**src/rtl/saif_defines.vh**
```
// Constants for the serial audio input FIFO block.
// Assumes inclusion by bare name from the rtl/ and tb/ files.
`ifndef SAIF_DEFINES_VH
`define SAIF_DEFINES_VH
`define SAIF_NCH        8
`define SAIF_DEPTH      4'h8
// Register byte addresses, and address bits 7:5 for the DMA sets
`define SAIF_A_CTL0     8'h00
`define SAIF_A_CHEN     8'h04
`define SAIF_A_STAT     8'h08
`define SAIF_A_DATA     8'h0C
`define SAIF_A_DADR     3'h2
`define SAIF_A_DCNT     3'h3
// port_control_reg0 fields
`define SAIF_C_EN       0
`define SAIF_C_DMA      1
`define SAIF_C_CLROVR   2
`define SAIF_C_PAR      3
`define SAIF_C_FMT_LO   8
`define SAIF_CTL0_RST   32'h0000_0000
`define SAIF_CTL0_WMSK  32'hFFFF_FF0B
// Status fields
`define SAIF_S_CNT_LO   8
`define SAIF_S_EMPTY    12
// channel_format_field codes
`define SAIF_FMT_I2S    3'h0
`define SAIF_FMT_LJ     3'h1
`define SAIF_FMT_I2S32  3'h2
`define SAIF_FMT_LJ32   3'h3
`define SAIF_FMT_RJ24   3'h4
`define SAIF_FMT_RJ20   3'h5
`define SAIF_FMT_RJ18   3'h6
`define SAIF_FMT_RJ16   3'h7
// Right-justified left shifts (32 minus sample width)
`define SAIF_SH_RJ24    5'h08
`define SAIF_SH_RJ20    5'h0C
`define SAIF_SH_RJ18    5'h0E
`define SAIF_SH_RJ16    5'h10
// Tag field positions in a FIFO word
`define SAIF_TAG_LR     3
`define SAIF_TAG_W      4
`endif

```
**src/rtl/saif_sip_rx.v**
```verilog
// One serial input channel: syncs pins, frames halves, builds tagged words.
// Assumes the serial clock is at most a quarter of i_clk.
`include "saif_defines.vh"
module saif_sip_rx (
    input  wire        i_clk,   // System clock
    input  wire        i_rst,   // Sync reset, active high
    input  wire        i_en,    // Channel enabled
    input  wire [2:0]  i_fmt,   // channel_format_field
    input  wire [2:0]  i_chan,  // Channel number tag
    input  wire        i_sclk,  // Serial clock pin
    input  wire        i_fsync, // Frame sync pin
    input  wire        i_sdata, // Serial data pin
    output reg         o_valid, // One-cycle word pulse
    output reg  [31:0] o_word   // Tagged word
);
    reg        sclk_s1_q, sclk_s2_q, sclk_s3_q;
    reg        fs_s1_q, fs_s2_q;
    reg        dat_s1_q, dat_s2_q;
    reg        fs_dly_q, last_q, seen_q, armed_q;
    reg [31:0] sr_q;
    wire       rise = sclk_s2_q & ~sclk_s3_q;
    wire       is_i2s = (i_fmt == `SAIF_FMT_I2S) | (i_fmt == `SAIF_FMT_I2S32);
    // I2S framing lags one bit, so use the delayed level
    wire       eff_fs = is_i2s ? fs_dly_q : fs_s2_q;
    wire       lr = is_i2s ? ~last_q : last_q;

    // Word layout per format
    function [31:0] fmt_word;
        input [2:0]  fmt;
        input [31:0] sr;
        input        left;
        input [2:0]  ch;
        reg   [4:0]  sh;
        reg   [31:0] rj;
        begin
            sh = `SAIF_SH_RJ24;
            case (fmt)
                `SAIF_FMT_RJ20: sh = `SAIF_SH_RJ20;
                `SAIF_FMT_RJ18: sh = `SAIF_SH_RJ18;
                `SAIF_FMT_RJ16: sh = `SAIF_SH_RJ16;
                default:        sh = `SAIF_SH_RJ24;
            endcase
            // Sample moved to the top; low bits of the shift are the zero fill
            rj = sr << sh;
            case (fmt)
                `SAIF_FMT_I2S32, `SAIF_FMT_LJ32: fmt_word = sr;
                `SAIF_FMT_I2S, `SAIF_FMT_LJ:
                    fmt_word = {sr[31:`SAIF_TAG_W], left, ch};
                default:
                    fmt_word = {rj[31:`SAIF_TAG_W], left, ch};
            endcase
        end
    endfunction

    // Two-stage pin synchronisers
    always @(posedge i_clk) begin
        sclk_s1_q <= i_sclk;
        sclk_s2_q <= sclk_s1_q;
        sclk_s3_q <= sclk_s2_q;
        fs_s1_q   <= i_fsync;
        fs_s2_q   <= fs_s1_q;
        dat_s1_q  <= i_sdata;
        dat_s2_q  <= dat_s1_q;
    end

    // Shift on rising serial clock, emit on half-frame change
    always @(posedge i_clk) begin
        o_valid <= 1'b0;
        if (i_rst || !i_en) begin
            seen_q   <= 1'b0;
            armed_q  <= 1'b0;
            fs_dly_q <= 1'b0;
            last_q   <= 1'b0;
            sr_q     <= 32'h0000_0000;
            o_word   <= 32'h0000_0000;
        end else if (rise) begin
            fs_dly_q <= fs_s2_q;
            sr_q     <= {sr_q[30:0], dat_s2_q};
            last_q   <= eff_fs;
            seen_q   <= 1'b1;
            if (seen_q && eff_fs != last_q) begin
                armed_q <= 1'b1;
                if (armed_q) begin
                    o_valid <= 1'b1;
                    o_word  <= fmt_word(i_fmt, sr_q, lr, i_chan);
                end
            end
        end
    end
endmodule

```
**src/rtl/saif_top.v**
```verilog
// Serial audio input FIFO: eight receive channels merged into one FIFO.
// Assumes a same-clock register master and DMA sink on i_clk.
//
// Summary of operation
// Eight serial receive channels feed one shared eight-entry 32-bit FIFO.
// FIFO channel 0 takes serial input 0 or the parallel port.
// Each frame is two 32-bit words, one per half-frame.
// Each channel receives I2S, left-justified or right-justified audio.
// Word low three bits carry the channel, selecting its DMA set.
// Bit 3 is one for left data, zero for right data.
// I2S left half has sync low; left-justified left half sync high.
// Left/right tag meaning is the same whatever the sync polarity.
// Per-channel 3-bit format fields sit in control bits 31 to 8.
// Right-justified samples sit on top, then zeros, tag bit, channel.
// 32-bit I2S and left-justified options store all 32 bits.
// Standard words hold 28 data bits ahead of the tag bits.
// Idle channels make no words and use no FIFO slots.
// Unused channel clocks and syncs should be held low outside.
// Serial clocks stay at or below a quarter of the system clock.
// The outside source makes clock and sync; the port only receives.
// Shifting starts once a frame sync edge has been seen; here bits shift from enable and words begin at the second edge.
// Words leave by core reads or DMA through eight parameter sets.
// Data is taken only with global and channel enables both set.
// Overflow stays set until a one is written to its clear bit.
// A word arriving while the FIFO is full flags overflow and drops.
// Simultaneous words enter the FIFO one per cycle, lowest channel first.
//
// Chosen here: the address map and the address-and-strobe port.
`include "saif_defines.vh"
module saif_top (
    input  wire        i_clk,                      // System clock, 250 MHz
    input  wire        i_rst,                      // Sync reset, active high
    input  wire [7:0]  i_addr,                     // Register byte address
    input  wire [31:0] i_wdata,                    // Register write data
    input  wire        i_wr,                       // Write strobe
    input  wire        i_rd,                       // Read strobe
    output reg  [31:0] o_rdata,                    // Read data, next cycle
    input  wire [7:0]  i_channel_serial_clock_in,  // Per-channel serial clock
    input  wire [7:0]  i_channel_frame_sync_in,    // Per-channel frame sync
    input  wire [7:0]  i_channel_serial_data_in,   // Per-channel serial data
    input  wire        i_par_valid,                // Parallel word strobe
    input  wire [31:0] i_par_word,                 // Parallel packed word
    output reg         o_dma_valid,                // DMA word offered
    output reg  [2:0]  o_dma_chan,                 // DMA channel of word
    output reg  [31:0] o_dma_addr,                 // Target address
    output reg  [31:0] o_dma_data,                 // Word to store
    input  wire        i_dma_ready                 // DMA sink takes word
);
    // Control and status state
    reg  [31:0] ctl0_q;
    reg  [7:0]  chen_q;
    reg  [7:0]  ovf_q;
    // DMA parameter sets, one per channel
    reg  [31:0] dadr_q [0:7];
    reg  [15:0] dcnt_q [0:7];
    // Shared FIFO storage with channel tag beside each word
    reg  [31:0] fw_q [0:7];
    reg  [2:0]  fc_q [0:7];
    reg  [2:0]  wp_q;
    reg  [2:0]  rp_q;
    reg  [3:0]  cnt_q;
    // Completed words waiting for a FIFO slot
    reg  [7:0]  pv_q;
    reg  [31:0] pw_q [0:7];
    wire [7:0]  rx_v;
    wire [31:0] rx_w [0:7];
    reg         gnt_v;
    reg  [2:0]  gnt_ch;
    integer     k;

    wire glob_en = ctl0_q[`SAIF_C_EN];
    wire dma_en  = ctl0_q[`SAIF_C_DMA];
    wire par_sel = ctl0_q[`SAIF_C_PAR];
    wire full    = (cnt_q == `SAIF_DEPTH);
    wire empty   = (cnt_q == 4'h0);
    wire push    = gnt_v & ~full;
    // Overflow clear is a strobe, never stored
    wire clr_ovf = i_wr & (i_addr == `SAIF_A_CTL0)
                 & i_wdata[`SAIF_C_CLROVR];
    wire [2:0] hd_ch = fc_q[rp_q];
    // DMA loads its output stage only when the channel still has count
    wire dma_load = dma_en & ~o_dma_valid & ~empty
                  & (dcnt_q[hd_ch] != 16'h0000);
    // Core pops only while DMA is off, so the two never race
    wire core_pop = i_rd & (i_addr == `SAIF_A_DATA) & ~dma_en & ~empty;
    wire pop      = dma_load | core_pop;
    wire dma_done = o_dma_valid & i_dma_ready;
    wire par_take = glob_en & chen_q[0] & par_sel & i_par_valid;

    // Fixed priority: lowest pending channel first
    always @* begin
        gnt_v  = 1'b0;
        gnt_ch = 3'h0;
        for (k = `SAIF_NCH - 1; k >= 0; k = k - 1) begin
            if (pv_q[k]) begin
                gnt_v  = 1'b1;
                gnt_ch = k[2:0];
            end
        end
    end

    // Per-channel receiver, pending slot, overflow flag and DMA set
    genvar g;
    generate
        for (g = 0; g < `SAIF_NCH; g = g + 1) begin : g_ch
            localparam integer CI = g;
            localparam [2:0]   CH = CI[2:0];
            wire ch_en;
            wire is_gnt = gnt_v & (gnt_ch == CH);
            wire own    = (g == 0) ? par_take : 1'b0;
            wire hit_a  = i_wr & (i_addr[7:5] == `SAIF_A_DADR)
                        & (i_addr[4:2] == CH);
            wire hit_c  = i_wr & (i_addr[7:5] == `SAIF_A_DCNT)
                        & (i_addr[4:2] == CH);
            wire used   = dma_done & (o_dma_chan == CH);

            // Serial 0 is cut off while the parallel port owns channel 0
            assign ch_en = glob_en & chen_q[g]
                         & ~((g == 0) & par_sel);

            saif_sip_rx u_rx (
                .i_clk   (i_clk),
                .i_rst   (i_rst),
                .i_en    (ch_en),
                .i_fmt   (ctl0_q[`SAIF_C_FMT_LO + 3*g +: 3]),
                .i_chan  (CH),
                .i_sclk  (i_channel_serial_clock_in[g]),
                .i_fsync (i_channel_frame_sync_in[g]),
                .i_sdata (i_channel_serial_data_in[g]),
                .o_valid (rx_v[g]),
                .o_word  (rx_w[g])
            );

            // Pending word: new arrival wins over grant clear
            always @(posedge i_clk) begin
                if (i_rst) begin
                    pv_q[g] <= 1'b0;
                    pw_q[g] <= 32'h0000_0000;
                end else if (rx_v[g] | own) begin
                    pv_q[g] <= 1'b1;
                    pw_q[g] <= own ? i_par_word : rx_w[g];
                end else if (is_gnt) begin
                    pv_q[g] <= 1'b0;
                end
            end

            // Overflow: set beats a same-cycle clear
            always @(posedge i_clk) begin
                if (i_rst) begin
                    ovf_q[g] <= 1'b0;
                end else if (is_gnt & full) begin
                    ovf_q[g] <= 1'b1;
                end else if (clr_ovf) begin
                    ovf_q[g] <= 1'b0;
                end
            end

            // DMA parameter set: address steps, count falls per word
            always @(posedge i_clk) begin
                if (i_rst) begin
                    dadr_q[g] <= 32'h0000_0000;
                    dcnt_q[g] <= 16'h0000;
                end else begin
                    if (hit_a) begin
                        dadr_q[g] <= i_wdata;
                    end else if (used) begin
                        dadr_q[g] <= dadr_q[g] + 32'h0000_0004;
                    end
                    if (hit_c) begin
                        dcnt_q[g] <= i_wdata[15:0];
                    end else if (used) begin
                        dcnt_q[g] <= dcnt_q[g] - 16'h0001;
                    end
                end
            end
        end
    endgenerate

    // Control registers; the clear bit reads back as zero
    always @(posedge i_clk) begin
        if (i_rst) begin
            ctl0_q <= `SAIF_CTL0_RST;
            chen_q <= 8'h00;
        end else if (i_wr) begin
            if (i_addr == `SAIF_A_CTL0) begin
                ctl0_q <= i_wdata & `SAIF_CTL0_WMSK;
            end
            if (i_addr == `SAIF_A_CHEN) begin
                chen_q <= i_wdata[7:0];
            end
        end
    end

    // FIFO write side, tag kept beside the word for DMA steering
    always @(posedge i_clk) begin
        if (i_rst) begin
            wp_q <= 3'h0;
        end else if (push) begin
            fw_q[wp_q] <= pw_q[gnt_ch];
            fc_q[wp_q] <= gnt_ch;
            wp_q       <= wp_q + 3'h1;
        end
    end

    // FIFO read pointer and occupancy
    always @(posedge i_clk) begin
        if (i_rst) begin
            rp_q  <= 3'h0;
            cnt_q <= 4'h0;
        end else begin
            if (pop) begin
                rp_q <= rp_q + 3'h1;
            end
            if (push & ~pop) begin
                cnt_q <= cnt_q + 4'h1;
            end else if (pop & ~push) begin
                cnt_q <= cnt_q - 4'h1;
            end
        end
    end

    // DMA output stage, held until the sink takes it
    always @(posedge i_clk) begin
        if (i_rst) begin
            o_dma_valid <= 1'b0;
            o_dma_chan  <= 3'h0;
            o_dma_addr  <= 32'h0000_0000;
            o_dma_data  <= 32'h0000_0000;
        end else if (dma_load) begin
            o_dma_valid <= 1'b1;
            o_dma_chan  <= hd_ch;
            o_dma_addr  <= dadr_q[hd_ch];
            o_dma_data  <= fw_q[rp_q];
        end else if (dma_done) begin
            o_dma_valid <= 1'b0;
        end
    end

    // Register read mux, data one cycle after the strobe
    always @(posedge i_clk) begin
        if (i_rst) begin
            o_rdata <= 32'h0000_0000;
        end else if (i_rd) begin
            o_rdata <= 32'h0000_0000;
            if (i_addr == `SAIF_A_CTL0) begin
                o_rdata <= ctl0_q;
            end else if (i_addr == `SAIF_A_CHEN) begin
                o_rdata <= {24'h00_0000, chen_q};
            end else if (i_addr == `SAIF_A_STAT) begin
                o_rdata <= {19'h0_0000, empty, cnt_q, ovf_q};
            end else if (i_addr == `SAIF_A_DATA) begin
                o_rdata <= empty ? 32'h0000_0000 : fw_q[rp_q];
            end else if (i_addr[7:5] == `SAIF_A_DADR) begin
                o_rdata <= dadr_q[i_addr[4:2]];
            end else if (i_addr[7:5] == `SAIF_A_DCNT) begin
                o_rdata <= {16'h0000, dcnt_q[i_addr[4:2]]};
            end
        end
    end
endmodule

```
**config.mk**
```make
export PLATFORM = sky130hd
export DESIGN_NAME = saif_top
export DESIGN_NICKNAME = d
export VERILOG_FILES = /design/src/rtl/saif_sip_rx.v /design/src/rtl/saif_top.v
export VERILOG_INCLUDE_DIRS = /design/src /design/src/rtl
export SDC_FILE = /design/constraint.sdc
export NUM_CORES = 2
export LEC_CHECK = 0
export ABC_AREA = 1
export BUFFER_PORTS_ARGS = -buffer_cell sky130_fd_sc_hd__clkbuf_2
export CAP_MARGIN = 20
export CORE_ASPECT_RATIO = 2
export CORE_MARGIN = 1.5
export CORE_UTILIZATION = 65
export DETAILED_ROUTE_END_ITERATION = 8
export GPL_TIMING_DRIVEN = 0
export PLACE_DENSITY = 0.83
export SLEW_MARGIN = 25
export SYNTH_ARGS = -nofsm -noshare
export SYNTH_HDL_FRONTEND = slang
export SYNTH_SLANG_ARGS = --single-unit
export TNS_END_PERCENT = 30
```
**constraint.sdc**
```tcl
create_clock -name i_clk -period 10.3 [get_ports i_clk]
set_input_delay 0 -clock i_clk [delete_from_list [all_inputs] [get_ports i_clk]]
set_output_delay 0 -clock i_clk [all_outputs]
set_load 0.005 [all_outputs]
```
==> results_dict.tcl, run 1 <==
set metrics [dict create \
    status "did not finish" \
    haltStage "5_1_grt" \
    error "[ERROR GRT-0116] Global routing finished with congestion. Check the congestion regions in the DRC Viewer." \
    post_cts_buffers 0 \
    synth_cell_type_count 61 \
    synth_top_area_cell "edfxtp_1" \
    seq_area_frac_synth 0.516 \
    portBuffers 200 \
    grt_pass1_wl_um 772000 \
    clk_path_buf_depth 3 \
    synth_edf_count 920 \
    syn-instance-count 10360 \
    ys_seq_elements 1692 \
    cts_made_buffers 148 \
    dieHeight_um 510 \
    grt_max_degree 33 \
    syn-cell-area_um2 83600 \
    synth_ff_type "edfxtp_1" \
    synthArstFlopShare 0 \
    grt_pass1_vias 99677 \
    die_w_um 257 \
    rows 185 \
    cts.sinks 1692 \
    io_pins 202 \
    grt_overflow 2471 \
    cts-htree-levels 4 \
    synth_warnings 0 \
    start_util 0.656 \
    dp_hpwl_um 311000 \
    gr-usage-all-layers 0.778 \
    synth.avg_cell_area_um2 8.07 \
    gp_congestion 1.31 \
    yosys-top-cells-area "edfxtp_1 (33%), dfxtp_1 (18%), nand2_1 (9.3%), o21ai_0 (7.1%), inv_1 (5.3%)" \
    root_buffer "clkbuf_16" \
    syn_nets 10484 \
    synth.top_cell.area_share 0.331 \
]
-- synthesized netlist by cell type, drive strengths merged, types with 139 or more instances --
cell and number:
nor3 168, edfxtp 920, inv 1204, dfxtp 772, o21ai 1205, a21oi 878, nand3 288, clkbuf 444
nor2 999, nand4 145, o211ai 194, nand2 2069, buf 139, o22ai 290
-- cells by family after synthesis --
kind of cell	synth area share
muxes	0.00108
adders and majority gates	0.00338
buffers and inverters	0.0830
and+or+nand+nor	0.184
AOI/OAI and AO/OA	0.200
DFF	0.516
xor gates and xnor gates	0.0133
-- metal layers --
metal	overflow	track usage
met1	40	0.727
met2	1616	1.01
met3	76	0.581
met4	730	0.852
met5	9	0.266
-- per-stage QoR --
stage,hold slack [ns],setup slack [ns],area (µm²),utilization,instances
after floorplan,0.0277,6.27,83600,-,10360
after global placement,0.102,3.64,86700,0.681,12243
after detailed placement,0.104,5.53,87200,0.685,12267
after CTS,0.0343,5.50,93600,0.735,12671
-- what timing repair did --
action	CTS
hold buffers	129
resized for setup	0
hold endpoints to repair	233
==> run 2, diff against run 1 <==
--- a/config.mk
+++ b/config.mk
@@ -9,12 +9,11 @@
 export ABC_AREA = 1
 export BUFFER_PORTS_ARGS = -buffer_cell sky130_fd_sc_hd__clkbuf_2
 export CAP_MARGIN = 20
-export CORE_ASPECT_RATIO = 2
 export CORE_MARGIN = 1.5
-export CORE_UTILIZATION = 65
+export CORE_UTILIZATION = 40
 export DETAILED_ROUTE_END_ITERATION = 8
 export GPL_TIMING_DRIVEN = 0
-export PLACE_DENSITY = 0.83
+export PLACE_DENSITY_LB_ADDON = 0.15
 export SLEW_MARGIN = 25
 export SYNTH_ARGS = -nofsm -noshare
 export SYNTH_HDL_FRONTEND = slang
==> run 2 against run 1 <==
- the run now ends clean
- synthesized cell count is the same
- area after synthesis did not move
==> results_dict.tcl, run 2 <==
set metrics [dict create \
    status "finished, final reports clean" \
    hold_ws_ns 0.0866 \
    area_growth_pct 15.9 \
    setup_viol 0 \
    gp_congestion 1.09 \
    syn_nets 10484 \
    layout-drive-gt1-share 0.0703 \
    endpoint_kind "register" \
    io_pins 202 \
    vdd_ir_drop_max_mv 0.176 \
    synth.top_cell.area_share 0.331 \
    crit_slowest_cell "nand2_1" \
    criticalPathCategory "register to register" \
    yosysMostFrequentCell "nand2_1" \
    p_clk_frac 0.462 \
    dp_hpwl_um 315000 \
    synth_edf_count 920 \
    root_buffer "clkbuf_16" \
    period_share 0.508 \
    comb_power_share 0.052 \
    via_count 83059 \
    syn-cell-area_um2 83600 \
    wl_per_cell_um 29.2 \
    power_leakage_nw 35.2 \
    worst_setup_path_start_kind "register" \
    grt_overflow 0 \
    instances_no_fill 13914 \
    final_nets 11048 \
    reg2regPathDepth 21 \
    grt_max_degree 33 \
    power.switching_mw 3.80 \
    grt_pass1_wl_um 568000 \
    synth_warnings 0 \
    skew_ns 0.0390 \
    drt-total-wl_um 407000 \
    antenna_found_initial 41 \
    detail_route.vias_per_cell 5.97 \
    layout_common_cells "nand2_1 (2060), inv_1 (1182), o21ai_0 (1177), nor2_1 (980), edfxtp_1 (920)" \
    clk_path_buf_depth 3 \
    drcViolationCount 0 \
    worstMarginPinSlew_ns 1.29 \
    path_cells "inv_2, nand3_1, nand3_1, nand2_1, nand3_1, nand3_1, nand3_1, nand3_2, buf_6, nand2_1, inv_2, ha_1, inv_1, ha_1, and3_1, a211oi_1, nor2_1, nor2_1, nand2_1, o21ai_0, a21oi_1" \
    gr-usage-all-layers 0.375 \
    synthArstFlopShare 0 \
    cts_made_buffers 190 \
    finalHoldViolations 0 \
    layout_commonest_cell "nand2_1" \
    period_minus_slack_ns 5.23 \
    fin_util 0.467 \
    portBuffers 200 \
    slew_headroom 0.137 \
    synth_ff_type "edfxtp_1" \
    crit_required_ns 11.05 \
    worstHoldPathType "input pin to register" \
    die_w_um 460 \
    dieHeight_um 460 \
    maxCapViolations 0 \
    netlist_top_cells_count "nand2_1 (2068), inv_1 (1187), o21ai_0 (1184)" \
    insertion_delay_ns 0.86 \
    coreArea_um2 207000 \
    dieArea_um2 212000 \
    final_antenna_net_count 0 \
    start_util 0.403 \
    synth.avg_cell_area_um2 8.07 \
    max_stage_delay_ns 0.65 \
    cp_common_cell "nand3_1" \
    syn-instance-count 10360 \
    cts.sinks 1692 \
    dp.cells 13395 \
    cp.depth 21 \
    path_clk_slew_ns 0.07 \
    cp_max_fo 10 \
    seqPwrFrac 0.485 \
    ys_seq_elements 1692 \
    synth_top_area_cell "edfxtp_1" \
    rows 167 \
    yosys-top-cells-area "edfxtp_1 (33%), dfxtp_1 (18%), nand2_1 (9.3%), o21ai_0 (7.1%), inv_1 (5.3%)" \
    first_iter_violations 12153 \
    hold_depth 7 \
    grt_pass1_vias 75877 \
    cp_top_family "simple AND/OR/NAND/NOR gates" \
    post_cts_buffers 0 \
    cts-htree-levels 4 \
    firstDrtPassIters 9 \
    cts_tree "done" \
    rsz0062_at_grt "no" \
    path_buf_inv 4 \
    finalMaxSlewViolations 0 \
    p_per_area_nw_per_um2 157 \
    synth_cell_type_count 61 \
    finalPower_mw 15.2 \
    fin_tns_setup_ns 0 \
    seq_area_frac_synth 0.516 \
    p_int_mw 11.4 \
    swShare 0.251 \
    clock.fmax_mhz 191 \
    crit_arrival_ns 5.98 \
]
## run 2: cell counts after synthesis
No cell type changed its count.
## run 2: cells by family (layout without fill, tap and decap cells)
family,count (synthesis),in the layout,share of synthesized area
compound gates,2939,2939,0.200
xor+xnor,127,127,0.0133
fa+ha+maj,22,22,0.00338
buf+inv,1808,2538,0.0830
flops,1692,1692,0.516
mux,9,9,0.00108
other cells,0,36,0
simple gates,3763,3763,0.184
## run 2: path summary, 6_finish.rpt
| check | startpoint | end | slack (ns) |
|---|---|---|---|
| hold / removal | i_addr[5] | o_rdata[12]$_SDFFE_PP0P_ | 0.09 |
| hold reg to reg | g_ch[2].u_rx.fs_s1_q$_DFF_P_ | g_ch[2].u_rx.fs_s2_q$_DFF_P_ | 0.33 |
| setup reg to reg | register | cnt_q[3]$_SDFFE_PP0P_ | 5.07 |
| setup / recovery | register | cnt_q[3]$_SDFFE_PP0P_ | 5.07 |
## run 2: layout make-up
| class | count | area, µm² |
|---|---|---|
| Multi-Input combinational cell | 6860 | 33700 |
| Clock inverter | 100 | 1090 |
| Antenna cell | 36 | 90.1 |
| Clock buffer | 258 | 5290 |
| Fill cell | 20800 | 110000 |
| Buffer | 583 | 2380 |
| Inverter | 1225 | 4600 |
| Tap cell | 2788 | 3490 |
| Timing Repair Buffer | 372 | 3120 |
| Sequential cell | 1692 | 43100 |
## run 2: worst min-delay path, stage by stage
cell and delay, ns:
clkbuf_2 0.13, nor3_4 0.10, o211ai_1 0.12, nand2_1 0.19, nand3_1 0.12, o21ai_1 0.09
a21oi_1 0.13
## run 2: repair_timing
item	4_1_cts	5_1_grt
hold buffers	125	0
endpoints found under the setup margin	0	0
hold endpoints to repair	219	0
gates resized for setup	0	0
## run 2: metal layers
layer | track usage | vias up | wire length [µm]
li1 | - | 36757 | -
met1 | 0.513 | 40294 | 167000
met2 | 0.541 | 5013 | 170000
met3 | 0.0865 | 965 | 43400
met4 | 0.213 | 30 | 25900
met5 | 0 | - | 356
## run 2: power groups by stage
stage | Combinational [mW] | Sequential, mW | Clock, mW
after floorplan | 0.316 | 7.42 | 0
after global placement | 0.687 | 7.51 | 0
after detailed placement | 0.711 | 7.51 | 0
after CTS | 0.750 | 7.36 | 7.08
after global routing | 0.803 | 7.37 | 7.33
final | 0.794 | 7.37 | 7.02
## run 2: stage by stage
step,setup WS (ns),area [µm²]
5_1_grt,5.02,96700
6_report,5.07,96800
3_3_place_gp,2.70,88000
4_1_cts,5.28,96700
3_5_place_dp,5.27,89100
2_1_floorplan,6.27,83600
Note: power is estimated with default switching activity, not from simulation.
